==> src/verilog/dtm_pkg.sv <==
// Package: register map, field layout and encodings for the dual 8-bit timer
package dtm_pkg;
   // Register offsets (byte addresses on the plain register port)
   localparam logic [7:0] DTM_ADDR_CLKCTL  = 8'h00; // clock_control_reg: tick_speed_select
   localparam logic [7:0] DTM_ADDR_IRQFLG  = 8'h01; // timer_irq_flags
   localparam logic [7:0] DTM_ADDR_T0_BASE = 8'h10; // Timer 0 block
   localparam logic [7:0] DTM_ADDR_T1_BASE = 8'h20; // Timer 1 block
   // Offsets within a timer block
   localparam logic [3:0] DTM_OFS_CNT   = 4'h0; // counter_value_reg
   localparam logic [3:0] DTM_OFS_CTL   = 4'h1; // timer_control_reg
   localparam logic [3:0] DTM_OFS_CCTL0 = 4'h2; // channel_control_reg 0
   localparam logic [3:0] DTM_OFS_CC0   = 4'h3; // channel_value_reg 0
   localparam logic [3:0] DTM_OFS_CCTL1 = 4'h4; // channel_control_reg 1
   localparam logic [3:0] DTM_OFS_CC1   = 4'h5; // channel_value_reg 1
   // timer_control_reg fields
   localparam int DTM_CTL_DIV_LSB = 5;
   localparam int DTM_CTL_START   = 4;
   localparam int DTM_CTL_OVERFLOW_IRQ_MASK   = 3;
   localparam int DTM_CTL_CLR     = 2;
   localparam logic [7:0] DTM_CTL_RST = 8'h08;
   // channel_control_reg fields
   localparam int DTM_CCTL_IM      = 6;
   localparam int DTM_CCTL_CMP_LSB = 3;
   localparam int DTM_CCTL_MODE    = 2;
   localparam logic [7:0] DTM_CCTL_RST = 8'h40;
   // timer_irq_flags layout: {t1ch1,t1ch0,t0ch1,t0ch0,t1ovf,t0ovf} see flag index constants
   localparam int DTM_FLG_OVF0 = 0;
   localparam int DTM_FLG_OVF1 = 1;
   localparam int DTM_FLG_CH00 = 2; // timer 0 channel 0; channels of timer t at 2+2t+n
   localparam logic [7:0] DTM_BYTE_MIN = 8'h00;
   localparam logic [7:0] DTM_BYTE_MAX = 8'hFF;
   localparam logic [7:0] DTM_ZERO     = 8'h00;

   typedef enum logic [1:0] {
      DTM_MODE_FREE = 2'b00,
      DTM_MODE_DOWN = 2'b01,
      DTM_MODE_MOD  = 2'b10,
      DTM_MODE_UPDN = 2'b11
   } dtm_mode_e;

   typedef enum logic [2:0] {
      DTM_CMP_SET    = 3'b000,
      DTM_CMP_CLR    = 3'b001,
      DTM_CMP_TGL    = 3'b010,
      DTM_CMP_SETUP  = 3'b011,
      DTM_CMP_CLRUP  = 3'b100,
      DTM_CMP_SETMAX = 3'b101,
      DTM_CMP_CLRMIN = 3'b110,
      DTM_CMP_NONE   = 3'b111
   } dtm_cmp_e;

   localparam logic [1:0] DTM_CAP_RISE = 2'b01;
   localparam logic [1:0] DTM_CAP_FALL = 2'b10;
endpackage : dtm_pkg

==> src/verilog/dtm_timer.sv <==
// One 8-bit timer with prescaler, counter and two capture/compare channels
`timescale 1ns/100ps
`default_nettype none
module dtm_timer
   import dtm_pkg::*;
(
   input  wire logic       clk_sys,     // System clock
   input  wire logic       rst,         // Synchronous reset, active high
   input  wire logic       tick,        // System tick enable pulse
   input  wire logic [7:0] ctl,         // timer_control_reg value
   input  wire logic       clr_pls,     // counter_clear write pulse
   input  wire logic [7:0] cctl0,       // Channel 0 control
   input  wire logic [7:0] cctl1,       // Channel 1 control
   input  wire logic [7:0] cc0_wr,      // Channel 0 value written by software
   input  wire logic [7:0] cc1_wr,      // Channel 1 value written by software
   input  wire logic [1:0] cap_in,      // Channel inputs, already synchronised
   output logic      [7:0] cnt_r,       // Counter
   output logic      [7:0] cap0_r,      // Channel 0 capture value
   output logic      [7:0] cap1_r,      // Channel 1 capture value
   output logic      [7:0] cmp0_r,      // Active channel 0 compare value
   output logic      [1:0] pin_r,       // Compare outputs
   output logic            ovf_evt,     // Terminal count event
   output logic      [1:0] ch_evt,      // Capture or compare event
   output logic      [1:0] dma_evt      // Compare event (DMA trigger)
);
   logic [6:0] pre_r;
   logic       down_r;
   logic [1:0] in_d_r;
   logic       run_r;

   // Prescaler: divide tick by 2^div
   wire [2:0] div      = ctl[DTM_CTL_DIV_LSB +: 3];
   wire [6:0] pre_mask = 7'(({7'b0, 1'b1} << div) - 8'h01);
   wire       start    = ctl[DTM_CTL_START];
   wire       edge_en  = start && tick && ((pre_r & pre_mask) == pre_mask);
   wire [1:0] mode     = ctl[1:0];
   wire       ld_dn    = start && !run_r && (mode == DTM_MODE_DOWN); // Down-mode load cycle
   wire       at_top   = (cnt_r == cmp0_r);
   wire       at_zero  = (cnt_r == DTM_ZERO);

   // Next count per mode
   logic [7:0] cnt_nxt;
   logic       down_nxt;
   always_comb begin
      cnt_nxt  = cnt_r;
      down_nxt = down_r;
      case (dtm_mode_e'(mode))
         DTM_MODE_FREE: cnt_nxt = 8'(cnt_r + 8'h01);
         DTM_MODE_DOWN: cnt_nxt = at_zero ? cnt_r : 8'(cnt_r - 8'h01);
         DTM_MODE_MOD:  cnt_nxt = at_top ? DTM_ZERO : 8'(cnt_r + 8'h01);
         DTM_MODE_UPDN: begin
            if (!down_r && at_top && !at_zero) begin
               down_nxt = 1'b1;
               cnt_nxt  = 8'(cnt_r - 8'h01);
            end else if (down_r && at_zero) begin
               down_nxt = 1'b0;
               cnt_nxt  = at_top ? cnt_r : 8'(cnt_r + 8'h01);
            end else if (down_r) begin
               cnt_nxt = 8'(cnt_r - 8'h01);
            end else begin
               cnt_nxt = at_top ? cnt_r : 8'(cnt_r + 8'h01);
            end
         end
         default: cnt_nxt = cnt_r;
      endcase
   end

   // Terminal count event per mode, only on an active edge
   wire ovf_hit = (mode == DTM_MODE_FREE) ? (cnt_r == DTM_BYTE_MAX) :
                  (mode == DTM_MODE_DOWN) ? at_zero :
                  (mode == DTM_MODE_MOD)  ? at_top  : (down_r && at_zero);
   // The load cycle still sees the old zero count, so it must not flag
   assign ovf_evt = edge_en && ovf_hit && !ld_dn;

   // Counter, prescaler, direction and down-mode load
   always_ff @(posedge clk_sys) begin
      run_r <= rst ? 1'b0 : start;
      if (rst) begin
         cnt_r  <= DTM_ZERO;
         pre_r  <= '0;
         down_r <= 1'b0;
      end else if (clr_pls) begin
         cnt_r  <= DTM_ZERO;
         pre_r  <= '0;
         down_r <= 1'b0;
      end else begin
         if (ld_dn) begin
            cnt_r <= cmp0_r;
         end else if (edge_en) begin
            cnt_r  <= cnt_nxt;
            down_r <= down_nxt;
         end
         if (start && tick) pre_r <= 7'(pre_r + 7'h01);
      end
   end

   // Compare value: channel 0 buffered until counter is zero, channel 1 direct
   always_ff @(posedge clk_sys) begin
      if (rst) cmp0_r <= DTM_ZERO;
      else if (at_zero) cmp0_r <= cc0_wr;
   end

   // Channel logic for both channels
   wire [7:0] cctl [2];
   wire [7:0] cval [2];
   assign cctl[0] = cctl0;
   assign cctl[1] = cctl1;
   assign cval[0] = cmp0_r;
   assign cval[1] = cc1_wr;

   always_ff @(posedge clk_sys) begin
      in_d_r <= rst ? 2'b00 : cap_in;
   end

   for (genvar n = 0; n < 2; n++) begin : g_ch
      wire       cmp_md = cctl[n][DTM_CCTL_MODE];
      wire [2:0] cmpsel = cctl[n][DTM_CCTL_CMP_LSB +: 3];
      wire [1:0] capsel = cctl[n][1:0];
      wire rise = cap_in[n] && !in_d_r[n];
      wire fall = !cap_in[n] && in_d_r[n];
      wire cap_hit = start && !cmp_md &&
                     ((capsel[0] && rise) || (capsel[1] && fall));
      wire cmp_hit = start && cmp_md && edge_en && (cnt_r == cval[n]);
      wire zer_hit = start && cmp_md && edge_en && at_zero;
      wire max_hit = start && cmp_md && edge_en && (cnt_r == DTM_BYTE_MAX);
      assign ch_evt[n]  = cap_hit || cmp_hit;
      assign dma_evt[n] = cmp_hit;
      // Output pin registered so its edges are glitch-free
      always_ff @(posedge clk_sys) begin
         if (rst) begin
            pin_r[n] <= 1'b0;
         end else if (cmp_hit) begin
            case (dtm_cmp_e'(cmpsel))
               DTM_CMP_SET, DTM_CMP_SETMAX: pin_r[n] <= 1'b1;
               DTM_CMP_CLR, DTM_CMP_CLRMIN: pin_r[n] <= 1'b0;
               DTM_CMP_TGL:   pin_r[n] <= !pin_r[n];
               DTM_CMP_SETUP: pin_r[n] <= !down_r;
               DTM_CMP_CLRUP: pin_r[n] <= down_r;
               default:       pin_r[n] <= pin_r[n];
            endcase
         end else if (zer_hit && cmpsel == DTM_CMP_SETUP) begin
            pin_r[n] <= 1'b0;
         end else if (zer_hit && (cmpsel == DTM_CMP_CLRUP || cmpsel == DTM_CMP_CLRMIN)) begin
            pin_r[n] <= 1'b1;
         end else if (max_hit && cmpsel == DTM_CMP_SETMAX) begin
            pin_r[n] <= 1'b0;
         end
      end
   end

   // Capture registers
   always_ff @(posedge clk_sys) begin
      if (rst) begin
         cap0_r <= DTM_ZERO;
         cap1_r <= DTM_ZERO;
      end else begin
         if (g_ch[0].cap_hit) cap0_r <= cnt_r;
         if (g_ch[1].cap_hit) cap1_r <= cnt_r;
      end
   end
endmodule : dtm_timer
`default_nettype wire

==> src/verilog/dtm_top.sv <==
// Top: dual 8-bit timer with register port, flags, interrupts and DMA triggers
`timescale 1ns/100ps
`default_nettype none

// Overview of operation
// - Two timers, 8-bit counter, two channels
// - Count only on prescaled tick edges
// - Start bit runs, clearing freezes counter
// - Free-running counts 0x00 to 0xFF, wraps
// - Overflow flag at 0xFF, masked interrupt
// - Down mode loads channel 0, counts down
// - Modulo counts up to channel 0 value
// - Up/down counts up then down
// - Counter clear zeroes count, direction up
// - Selected input edge captures the counter
// - Inputs synchronised; pulses exceed one clock
// - Capture sets channel flag, masked interrupt
// - Compare match sets, clears, toggles pin
// - Channel 0 value latched at zero
// - Compare sets channel flag, masked interrupt
// - One interrupt line per timer
// - One flag register covers all events
// - Flag must clear; unmasking pending interrupts
// - DMA trigger pulse per channel compare
// - Mode codes: free, down, modulo, up/down
// - Prescale codes divide one to 128
// - Compare output mode encodings
// - Capture edge select encodings
module dtm_top
   import dtm_pkg::*;
#(
   parameter int NUM_TIMERS = 2  // Fixed at two timers
)(
   input  wire logic       clk_sys,   // System clock, 10 MHz
   input  wire logic       rst,       // Synchronous reset, active high
   input  wire logic [7:0] reg_addr,  // Register address
   input  wire logic [7:0] reg_wdata, // Write data
   input  wire logic       reg_wr,    // Write strobe
   input  wire logic       reg_rd,    // Read strobe
   output logic      [7:0] reg_rdata, // Read data, cycle after strobe
   input  wire logic [1:0] t0_in,     // Timer 0 channel inputs
   input  wire logic [1:0] t1_in,     // Timer 1 channel inputs
   output logic      [1:0] t0_out,    // Timer 0 compare outputs
   output logic      [1:0] t1_out,    // Timer 1 compare outputs
   output logic            t0_irq,    // Timer 0 interrupt request
   output logic            t1_irq,    // Timer 1 interrupt request
   output logic      [1:0] t0_dma,    // Timer 0 DMA trigger pulses
   output logic      [1:0] t1_dma     // Timer 1 DMA trigger pulses
);
   if (NUM_TIMERS != 2) begin : g_chk
      $error("dtm_top supports exactly two timers");
   end

   // Control registers
   logic [2:0] tick_speed_select_r;
   logic [7:0] ctl_r   [2];
   logic [7:0] cctl0_r [2];
   logic [7:0] cctl1_r [2];
   logic [7:0] cc0_r   [2];
   logic [7:0] cc1_r   [2];
   logic [5:0] flags_r;
   logic [6:0] tdiv_r;
   logic       tick_r;
   logic [3:0] sync1_r;
   logic [3:0] sync2_r;

   // Per-timer results
   wire [7:0] cnt  [2];
   wire [7:0] cap0 [2];
   wire [7:0] cap1 [2];
   wire [7:0] cmp0 [2];
   wire [1:0] pin  [2];
   wire       ovf  [2];
   wire [1:0] chev [2];
   wire [1:0] dmav [2];

   // Address decoding
   wire       in_t0   = (reg_addr[7:4] == DTM_ADDR_T0_BASE[7:4]);
   wire       in_t1   = (reg_addr[7:4] == DTM_ADDR_T1_BASE[7:4]);
   wire [3:0] ofs     = reg_addr[3:0];
   wire       wr_clk  = reg_wr && (reg_addr == DTM_ADDR_CLKCTL);
   wire       wr_flg  = reg_wr && (reg_addr == DTM_ADDR_IRQFLG);
   wire [1:0] wr_tsel = {reg_wr && in_t1, reg_wr && in_t0};

   // Tick generator: tick_speed_select divides the system clock by 2^n
   wire [6:0] tmask = 7'(({7'b0, 1'b1} << tick_speed_select_r) - 8'h01);
   always_ff @(posedge clk_sys) begin
      if (rst) begin
         tdiv_r <= '0;
         tick_r <= 1'b0;
      end else begin
         tdiv_r <= 7'(tdiv_r + 7'h01);
         tick_r <= ((tdiv_r & tmask) == tmask);
      end
   end

   always_ff @(posedge clk_sys) begin
      if (rst) tick_speed_select_r <= '0;
      else if (wr_clk) tick_speed_select_r <= reg_wdata[2:0];
   end

   // Two-flop synchronisers on channel inputs
   always_ff @(posedge clk_sys) begin
      if (rst) begin
         sync1_r <= '0;
         sync2_r <= '0;
      end else begin
         sync1_r <= {t1_in, t0_in};
         sync2_r <= sync1_r;
      end
   end

   // Per-timer registers and timer instances
   for (genvar t = 0; t < 2; t++) begin : g_tmr
      wire wr = wr_tsel[t];
      always_ff @(posedge clk_sys) begin
         if (rst) begin
            ctl_r[t]   <= DTM_CTL_RST;
            cctl0_r[t] <= DTM_CCTL_RST;
            cctl1_r[t] <= DTM_CCTL_RST;
            cc0_r[t]   <= DTM_ZERO;
            cc1_r[t]   <= DTM_ZERO;
         end else if (wr) begin
            if (ofs == DTM_OFS_CTL) begin
               ctl_r[t] <= reg_wdata & ~(8'h01 << DTM_CTL_CLR);
            end else if (ofs == DTM_OFS_CCTL0) begin
               cctl0_r[t] <= reg_wdata & 8'h7F;
            end else if (ofs == DTM_OFS_CC0) begin
               cc0_r[t] <= reg_wdata;
            end else if (ofs == DTM_OFS_CCTL1) begin
               cctl1_r[t] <= reg_wdata & 8'h7F;
            end else if (ofs == DTM_OFS_CC1) begin
               cc1_r[t] <= reg_wdata;
            end
         end
      end
      wire clr_pls = wr && (ofs == DTM_OFS_CTL) && reg_wdata[DTM_CTL_CLR];

      dtm_timer u_timer (
         .clk_sys (clk_sys),
         .rst     (rst),
         .tick    (tick_r),
         .ctl     (ctl_r[t]),
         .clr_pls (clr_pls),
         .cctl0   (cctl0_r[t]),
         .cctl1   (cctl1_r[t]),
         .cc0_wr  (cc0_r[t]),
         .cc1_wr  (cc1_r[t]),
         .cap_in  (sync2_r[2*t +: 2]),
         .cnt_r   (cnt[t]),
         .cap0_r  (cap0[t]),
         .cap1_r  (cap1[t]),
         .cmp0_r  (cmp0[t]),
         .pin_r   (pin[t]),
         .ovf_evt (ovf[t]),
         .ch_evt  (chev[t]),
         .dma_evt (dmav[t])
      );
   end

   // Flag set vector: overflow bits then channel bits, set wins over clear
   wire [5:0] flag_set = {chev[1], chev[0], ovf[1], ovf[0]};
   wire [5:0] flag_clr = wr_flg ? ~reg_wdata[5:0] : 6'h00;
   wire [5:0] flags_nxt = (flags_r & ~flag_clr) | flag_set;
   always_ff @(posedge clk_sys) begin
      if (rst) flags_r <= '0;
      else flags_r <= flags_nxt;
   end

   // Interrupt level: any flag with its mask set; unmasking a pending flag requests at once
   wire [1:0] irq_nxt;
   for (genvar t = 0; t < 2; t++) begin : g_irq
      wire ovf_req = flags_nxt[DTM_FLG_OVF0 + t] && ctl_r[t][DTM_CTL_OVERFLOW_IRQ_MASK];
      wire c0_req  = flags_nxt[DTM_FLG_CH00 + 2*t] && cctl0_r[t][DTM_CCTL_IM];
      wire c1_req  = flags_nxt[DTM_FLG_CH00 + 2*t + 1] && cctl1_r[t][DTM_CCTL_IM];
      assign irq_nxt[t] = ovf_req || c0_req || c1_req;
   end

   // Registered outputs
   always_ff @(posedge clk_sys) begin
      if (rst) begin
         t0_out <= '0;
         t1_out <= '0;
         t0_irq <= 1'b0;
         t1_irq <= 1'b0;
         t0_dma <= '0;
         t1_dma <= '0;
      end else begin
         t0_out <= pin[0];
         t1_out <= pin[1];
         t0_irq <= irq_nxt[0];
         t1_irq <= irq_nxt[1];
         t0_dma <= dmav[0];
         t1_dma <= dmav[1];
      end
   end

   // Read mux: capture value in capture mode, written value in compare mode
   wire       rt = in_t1;
   wire [7:0] v0 = cctl0_r[rt][DTM_CCTL_MODE] ? cc0_r[rt] : cap0[rt];
   wire [7:0] v1 = cctl1_r[rt][DTM_CCTL_MODE] ? cc1_r[rt] : cap1[rt];
   wire [7:0] tsel_rd = (ofs == DTM_OFS_CNT)   ? cnt[rt] :
                        (ofs == DTM_OFS_CTL)   ? ctl_r[rt] :
                        (ofs == DTM_OFS_CCTL0) ? cctl0_r[rt] :
                        (ofs == DTM_OFS_CC0)   ? v0 :
                        (ofs == DTM_OFS_CCTL1) ? cctl1_r[rt] :
                        (ofs == DTM_OFS_CC1)   ? v1 : DTM_ZERO;
   wire [7:0] rd_mux = (reg_addr == DTM_ADDR_CLKCTL) ? {5'b0, tick_speed_select_r} :
                       (reg_addr == DTM_ADDR_IRQFLG) ? {2'b0, flags_r} :
                       (in_t0 || in_t1)              ? tsel_rd : DTM_ZERO;

   // Read data valid only in the cycle after the strobe
   always_ff @(posedge clk_sys) begin
      if (rst) reg_rdata <= DTM_ZERO;
      else reg_rdata <= reg_rd ? rd_mux : DTM_ZERO;
   end
endmodule : dtm_top
`default_nettype wire

==> config.mk <==
export PLATFORM = sky130hd
export DESIGN_NAME = dtm_top
export DESIGN_NICKNAME = d
export VERILOG_FILES = /design/src/verilog/dtm_pkg.sv /design/src/verilog/dtm_timer.sv /design/src/verilog/dtm_top.sv
export SDC_FILE = /design/constraint.sdc
export NUM_CORES = 1
export LEC_CHECK = 0
export ABC_AREA = 0
export BUFFER_PORTS_ARGS = -buffer_cell sky130_fd_sc_hd__clkbuf_2
export CORE_ASPECT_RATIO = 1.4
export CORE_MARGIN = 1
export CORE_UTILIZATION = 61
export CTS_BUF_LIST = sky130_fd_sc_hd__clkbuf_16
export DETAILED_ROUTE_END_ITERATION = 6
export PLACE_DENSITY_LB_ADDON = 0.15
export SLEW_MARGIN = 30
export SYNTH_ARGS = -nofsm -noshare
export SYNTH_HDL_FRONTEND = slang
export SYNTH_SLANG_ARGS = --single-unit
==> constraint.sdc <==
create_clock -name clk_sys -period 6.7 [get_ports clk_sys]
set_clock_uncertainty 0.05 [all_clocks]
set_input_delay 0.335 -clock clk_sys [delete_from_list [all_inputs] [get_ports clk_sys]]
set_output_delay 0.335 -clock clk_sys [all_outputs]
set_load 0.005 [all_outputs]
Word level (Yosys, flattened, before mapping)
Memory sizes are Yosys's and may differ from the RTL's. A register that Yosys moved wholly into a read port is not among the register bits.
Cells that the tools add are included.
{ "totals": {"regBits": 117, "mem_bits_rw": 74, "out_inout_bits": 18, "word_cells": 421, "mem_count": 5} }
{ "classes": {"n_addsub": 10, "magnitude_cmp": 1, "n_eq_ne": 53, "n_shift": 3, "mux": 126, "bitwise": 22, "reduce_logical": 168} }
{ "memory_table": {"columns": ["memory", "depth", "width", "rd", "rd_clocked_by_memory_dff", "wr", "line", "source"], "rows": [
  ["cc0_r", 2, 8, 3, 2, 2, "dtm_top.sv:59", "logic [7:0] cc0_r [2];"],
  ["cc1_r", 2, 8, 3, 0, 2, "dtm_top.sv:60", "logic [7:0] cc1_r [2];"],
  ["cctl0_r", 2, 7, 3, 0, 2, "dtm_top.sv:57", "logic [7:0] cctl0_r [2];"],
  ["cctl1_r", 2, 7, 3, 0, 2, "dtm_top.sv:58", "logic [7:0] cctl1_r [2];"],
  ["ctl_r", 2, 7, 3, 0, 2, "dtm_top.sv:56", "logic [7:0] ctl_r [2];"]
]} }
{ "op_table": {"columns": ["operator", "count"], "rows": [
  ["8-bit 2-to-1 mux", 37],
  ["1-bit logical AND", 88],
  ["1-bit 2-to-1 mux", 73],
  ["8-bit one-hot mux with 4 select lines", 2],
  ["7-bit 2-to-1 mux", 6],
  ["3-bit == test, second input constant", 12],
  ["8-bit == test", 4],
  ["3-bit by 2-bit == test with 1-bit output, second input constant", 8],
  ["1-bit zero test", 24],
  ["8-bit zero test", 3],
  ["6-bit != test, second input constant", 4],
  ["2-bit OR reduction", 11],
  ["7-bit by 1-bit adder with 7-bit output, second input constant", 3],
  ["7-bit bitwise AND", 3],
  ["7-bit == test", 3],
  ["1-bit by 3-bit << shifter with 7-bit output, first input constant", 3],
  ["7-bit by 1-bit subtractor with 7-bit output, second input constant", 3],
  ["1-bit one-hot mux with 5 select lines", 4],
  ["6-bit 2-to-1 mux", 3],
  ["1-bit logical OR", 17],
  ["8-bit by 1-bit adder with 8-bit output, second input constant", 2],
  ["8-bit == test, second input constant", 2],
  ["4-bit nonzero test", 4],
  ["8-bit by 1-bit subtractor with 8-bit output, second input constant", 2],
  ["24 further kinds", 62]
]} }

Longest topological paths before layout
{ "depth": {"ltp_word": 15, "mapped_depth": 13, "depth_no_buf": 10} }

Modules after synthesis
Synthesis repeated with hierarchy kept, for this count alone.
{ "unflattened": {"hier_cells": 1292, "area_unflattened_um2": 11564.8} }
{ "by_module_without_submodules": {"columns": ["module", "n_inst", "cells_each", "area_each_um2", "seq_area_each_um2"], "rows": [
  ["dtm_top", 1, 538, 5617.9, 3083.0],
  ["dtm_timer (g_tmr[1].u_timer)", 1, 378, 2979.1, 900.9],
  ["dtm_timer (g_tmr[0].u_timer)", 1, 376, 2967.8, 900.9]
]} }

Worst setup path before layout
Ideal clock, no wire load.
{ "synth_path": {"path_type": "register -> register", "from": "memory ctl_r[0][6] in the netlist's numbering", "to": "register g_tmr[0].u_timer.cnt_r[5]", "setup_ps": 130, "t_arrival_ps": 2460, "slack_ps": 4060, "path_stages_with_launch": 12, "path_buffers": 2, "cell_sequence": "edfxtp_1 > nor3_1 > inv_1 > ha_1 > buf_2 > a311oi_1 > o221ai_1 > a211oi_2 > buf_2 > nand2_1 > a41oi_1 > o31ai_1"} }
{ "synth_lines": {"columns": ["element", "line", "source"], "rows": [
  ["from (decl)", "dtm_top.sv:56", null],
  ["to (signal assigned)", "dtm_timer.sv:88", "cnt_r <= cmp0_r;"],
  ["to (signal assigned)", "dtm_timer.sv:90", "cnt_r <= cnt_nxt;"],
  ["to (decl)", "dtm_timer.sv:17", "output logic [7:0] cnt_r,"]
]} }

Worst setup path in the final report
{ "layout_path": {"from": "register g_tmr[0].u_timer.cnt_r[4]", "to": "register g_tmr[0].u_timer.cnt_r[5]"} }
{ "layout_between": {"elab_chain_len": 8, "word_cells_on_any_way": 19} }
{ "layout_lines": {"columns": ["element", "line", "source"], "rows": [
  ["8-bit by 1-bit adder with 8-bit output or 8-bit == test (tied branches)", null, null],
  ["8-bit 2-to-1 mux", "dtm_timer.sv:57, dtm_timer.sv:61", null],
  ["8-bit 2-to-1 mux", "dtm_timer.sv:58", "end else if (down_r) begin"],
  ["8-bit 2-to-1 mux", "dtm_timer.sv:55", "end else if (down_r && at_zero) begin"],
  ["8-bit 2-to-1 mux", "dtm_timer.sv:52", "if (!down_r && at_top && !at_zero) begin"],
  ["8-bit one-hot mux with 4 select lines", "dtm_timer.sv:47", "case (dtm_mode_e'(mode))"],
  ["8-bit 2-to-1 mux", "dtm_timer.sv:89", "end else if (edge_en) begin"],
  ["8-bit 2-to-1 mux", "dtm_timer.sv:87", "if (ld_dn) begin"]
]} }
Parallel ways exist; a longest one is shown, timed or not. The select of a mux whose other input is x is not followed.
A chain may end at the register's enable or synchronous reset.

==> results.sh <==
export IMPL_status="completed"
export IMPL_num_vias=9819
export IMPL_cts_buffers=21
export IMPL_die_w_um=117.2
export IMPL_crit_slowest_cell="dfxtp_1"
export IMPL_synth_fp_nets=1315
export IMPL_yosysUniqueCellTypes=81
export IMPL_ys_dominant_reg_cell="dfxtp_1"
export IMPL_antenna_left=0
export IMPL_root_buffer="clkbuf_16"
export IMPL_power_leakage_nw=4.380
export IMPL_relSlewSlack_pct=32.17
export IMPL_peakVddDrop_mv=0.2307
export IMPL_sequentialPowerShare_pct=48.5
export IMPL_routedWlPerCell_um=22.08
export IMPL_finalNetCount=1292
export IMPL_power_switching_mw=0.7766
export IMPL_dp_hpwl_um=23540
export IMPL_cp_end_kind="flop"
export IMPL_grt_overflow=0
export IMPL_ys_seq_elements=207
export IMPL_grt_use_total_pct=35.96
export IMPL_n_antenna_cell=0
export IMPL_postPlaceCellArea_mm2=0.01151
export IMPL_layout_commonest_cell="dfxtp_1"
export IMPL_crit_chain="xnor2_1 -> nand4_1 -> nor2_1 -> inv_1 -> a31oi_1 -> a21oi_1 -> a2111oi_0 -> o31ai_1"
export IMPL_instances_no_fill=1510
export IMPL_critPathMaxFanout=16
export IMPL_netlist_instances=1279
export IMPL_h_tree_depth=1
export IMPL_synth_edf_count=74
export IMPL_finalInstanceArea_mm2=0.01222
export IMPL_yosysWarnings=0
export IMPL_grt_setup_unrepaired="no"
export IMPL_syn_area_per_cell_um2=8.863
export IMPL_vias_per_cell=6.503
export IMPL_fmax_mhz=306.7
export IMPL_cpPeakStageDelay_ns=0.74
export IMPL_combPwrFrac_pct=11.1
export IMPL_max_slew_worst_pin_slew_ns=1.015
export IMPL_drv_slew=0
export IMPL_cts_path_max_buffers=3
export IMPL_clk_latency_ns=0.53
export IMPL_gp_congestion=0.9334
export IMPL_min_period_ns=3.261
export IMPL_dpl_worst_slack_ns=3.555
export IMPL_finalWirelength_um=33340
export IMPL_crit_start="g_tmr[0].u_timer.cnt_r[4]$_SDFFE_PP0P_"
export IMPL_layout_common_cells="dfxtp_1 (133), nor2_1 (127), nand2_1 (107)"
export IMPL_rr_startpoint="g_tmr[0].u_timer.cnt_r[4]$_SDFFE_PP0P_"
export IMPL_antenna_found_initial=0
export IMPL_start_util_pct=62.73
export IMPL_dr_pass1_iters=6
export IMPL_fin_ws_ns=3.439
export IMPL_syn_to_final_growth_pct=7.826
export IMPL_layout_drive_gt1_share_pct=7.795
export IMPL_hp_start="reg_wr"
export IMPL_post_cts_setup_buffer_count=0
export IMPL_drt_iter0_drc=1250
export IMPL_hp_class="in2reg"
export IMPL_grt_pass1_wl_um=51590
export IMPL_critPathKind="reg2reg"
export IMPL_core_area_mm2=0.01807
export IMPL_setup_viol=0
export IMPL_syn_area_mm2=0.01134
export IMPL_critPathRequiredTime_ns=7.04
export IMPL_finalPower_mw=2.925
export IMPL_detail_route_drc_violations=0
export IMPL_dieArea_mm2=0.01914
export IMPL_maxCapViolCount=0
export IMPL_final_util_pct=67.64
export IMPL_ys_seq_area_share_pct=43.09
export IMPL_die_y_um=163.3
export IMPL_clkTransAtPathRegs_ns=0.07
export IMPL_fin_setup_tns_ns=0
export IMPL_clockPowerShare_pct=40.3
export IMPL_hold_worst_slack_ns=0.1801
export IMPL_clkSinkCount=207
export IMPL_grt_max_degree=69
export IMPL_grt_pass1_vias=9214
export IMPL_power_density_mw_per_mm2=239.3
export IMPL_intPower_mw=2.148
export IMPL_cts_tree="built"
export IMPL_critical_path_arrival_ns=3.60
export IMPL_rows=58
export IMPL_hold_viol_final=0
export IMPL_io_buffers=41
export IMPL_synth_async_reset_ratio_pct=0
export IMPL_dp_cells=1469
export IMPL_p_sw_share_pct=26.55
export IMPL_cp_start_kind="flop"
export IMPL_finalCritPeriodShare_pct=48.66
export IMPL_ioPinCount=42
==> state kept, by name, summed over array words and instances (netlist names), 4 cells and up <==
register              count
sync2_r                   4
ctl_r                    14
cc1_r                    16
tdiv_r                    7
cc0_r                    16
cctl1_r                  14
g_tmr.u_timer.cmp0_r     16
g_tmr.u_timer.cap0_r     16
g_tmr.u_timer.pin_r       4
g_tmr.u_timer.cnt_r      16
sync1_r                   4
reg_rdata                 8
flags_r                   6
g_tmr.u_timer.pre_r      14
cctl0_r                  14
g_tmr.u_timer.cap1_r     16
g_tmr.u_timer.in_d_r      4
==> routing by layer <==
metal / part of all wire (%) / global-route usage (%) / wire length [µm] / up-vias
met4: 6.5 / 20.66 / 2174 / 0
met1: 38 / 44.98 / 12740 / 4658
met5: 0 / 0 / 0 / -
li1: - / - / - / 4533
met3: 7.7 / 4.861 / 2573 / 144
met2: 48 / 58.90 / 15840 / 484
==> power by group through the flow <==
stage | Sequential (mW) | Clock, mW | Combinational [mW]
finish | 1.42 | 1.18 | 0.326
global route | 1.42 | 1.23 | 0.354
CTS | 1.42 | 1.19 | 0.319
detailed placement | 1.44 | 0 | 0.316
global placement | 1.44 | 0 | 0.312
floorplan | 1.40 | 0 | 0.257
==> area by class of cell <==
class	instances	area, µm²
Clock buffer	21	525.5
Clock inverter	16	150.1
Multi-Input combinational cell	946	5953
Inverter	27	101.3
Sequential cell	207	4885
Fill cell	1508	5847
Timing Repair Buffer	53	307.8
Tap cell	240	300.3
==> logic make-up after synthesis <==
kind of cell,Yosys count,synth area share (%)
DFF,207,43.09
xor gates and xnor gates,63,4.868
muxes,67,5.971
buffers and inverters,126,4.481
AOI/OAI and AO/OA,282,16.27
adders and majority gates,12,1.324
and+or+nand+nor,522,24.00
==> what timing repair did <==
item	4_1_cts	5_1_grt
hold buffers	4	0
hold endpoints to repair	4	0
resized for setup	0	0
==> worst paths after layout <==
check | depth (start not counted) | slack (ns) | to
worst max register to register | 8 | 3.44 | g_tmr[0].u_timer.cnt_r[5]$_SDFFE_PP0P_
worst min-delay path | 3 | 0.18 | tick_speed_select_r[2]$_SDFFE_PP0P_
worst min register to register | 1 | 0.38 | sync2_r[0]$_SDFF_PP0_
worst max-delay path | 8 | 3.44 | g_tmr[0].u_timer.cnt_r[5]$_SDFFE_PP0P_
==> worst max-delay path: cells and delay by family (launching register included) <==
kind                   cells  cell delay (ns)
XOR/XNOR                   1             0.19
AND/OR/NAND/NOR            2             0.85
AO/OA/AOI/OAI              4             0.87
buffers and inverters      1             0.42
flip-flops                 1             0.74
==> cell usage after synthesis, drive strengths merged (13+ instances only) <==
master	n	area [µm²]
inv	26	97.59
and2	76	476.7
nor3	31	171.4
nor2b	33	206.5
a211oi	28	215.2
and3	23	143.9
dfxtp	133	2663
a31oi	18	112.6
buf	26	132.6
o21ai	49	249.0
o22ai	21	131.4
nand2b	17	106.4
mux2i	62	620.6
clkbuf	73	274.0
nand3	39	195.2
a21oi	76	380.4
xnor2	44	385.4
xor2	19	166.4
nor2	127	476.7
o21bai	13	97.59
or3	14	92.59
edfxtp	74	2222
nand2	107	401.6
No activity file was read; power rests on OpenSTA's default activity.
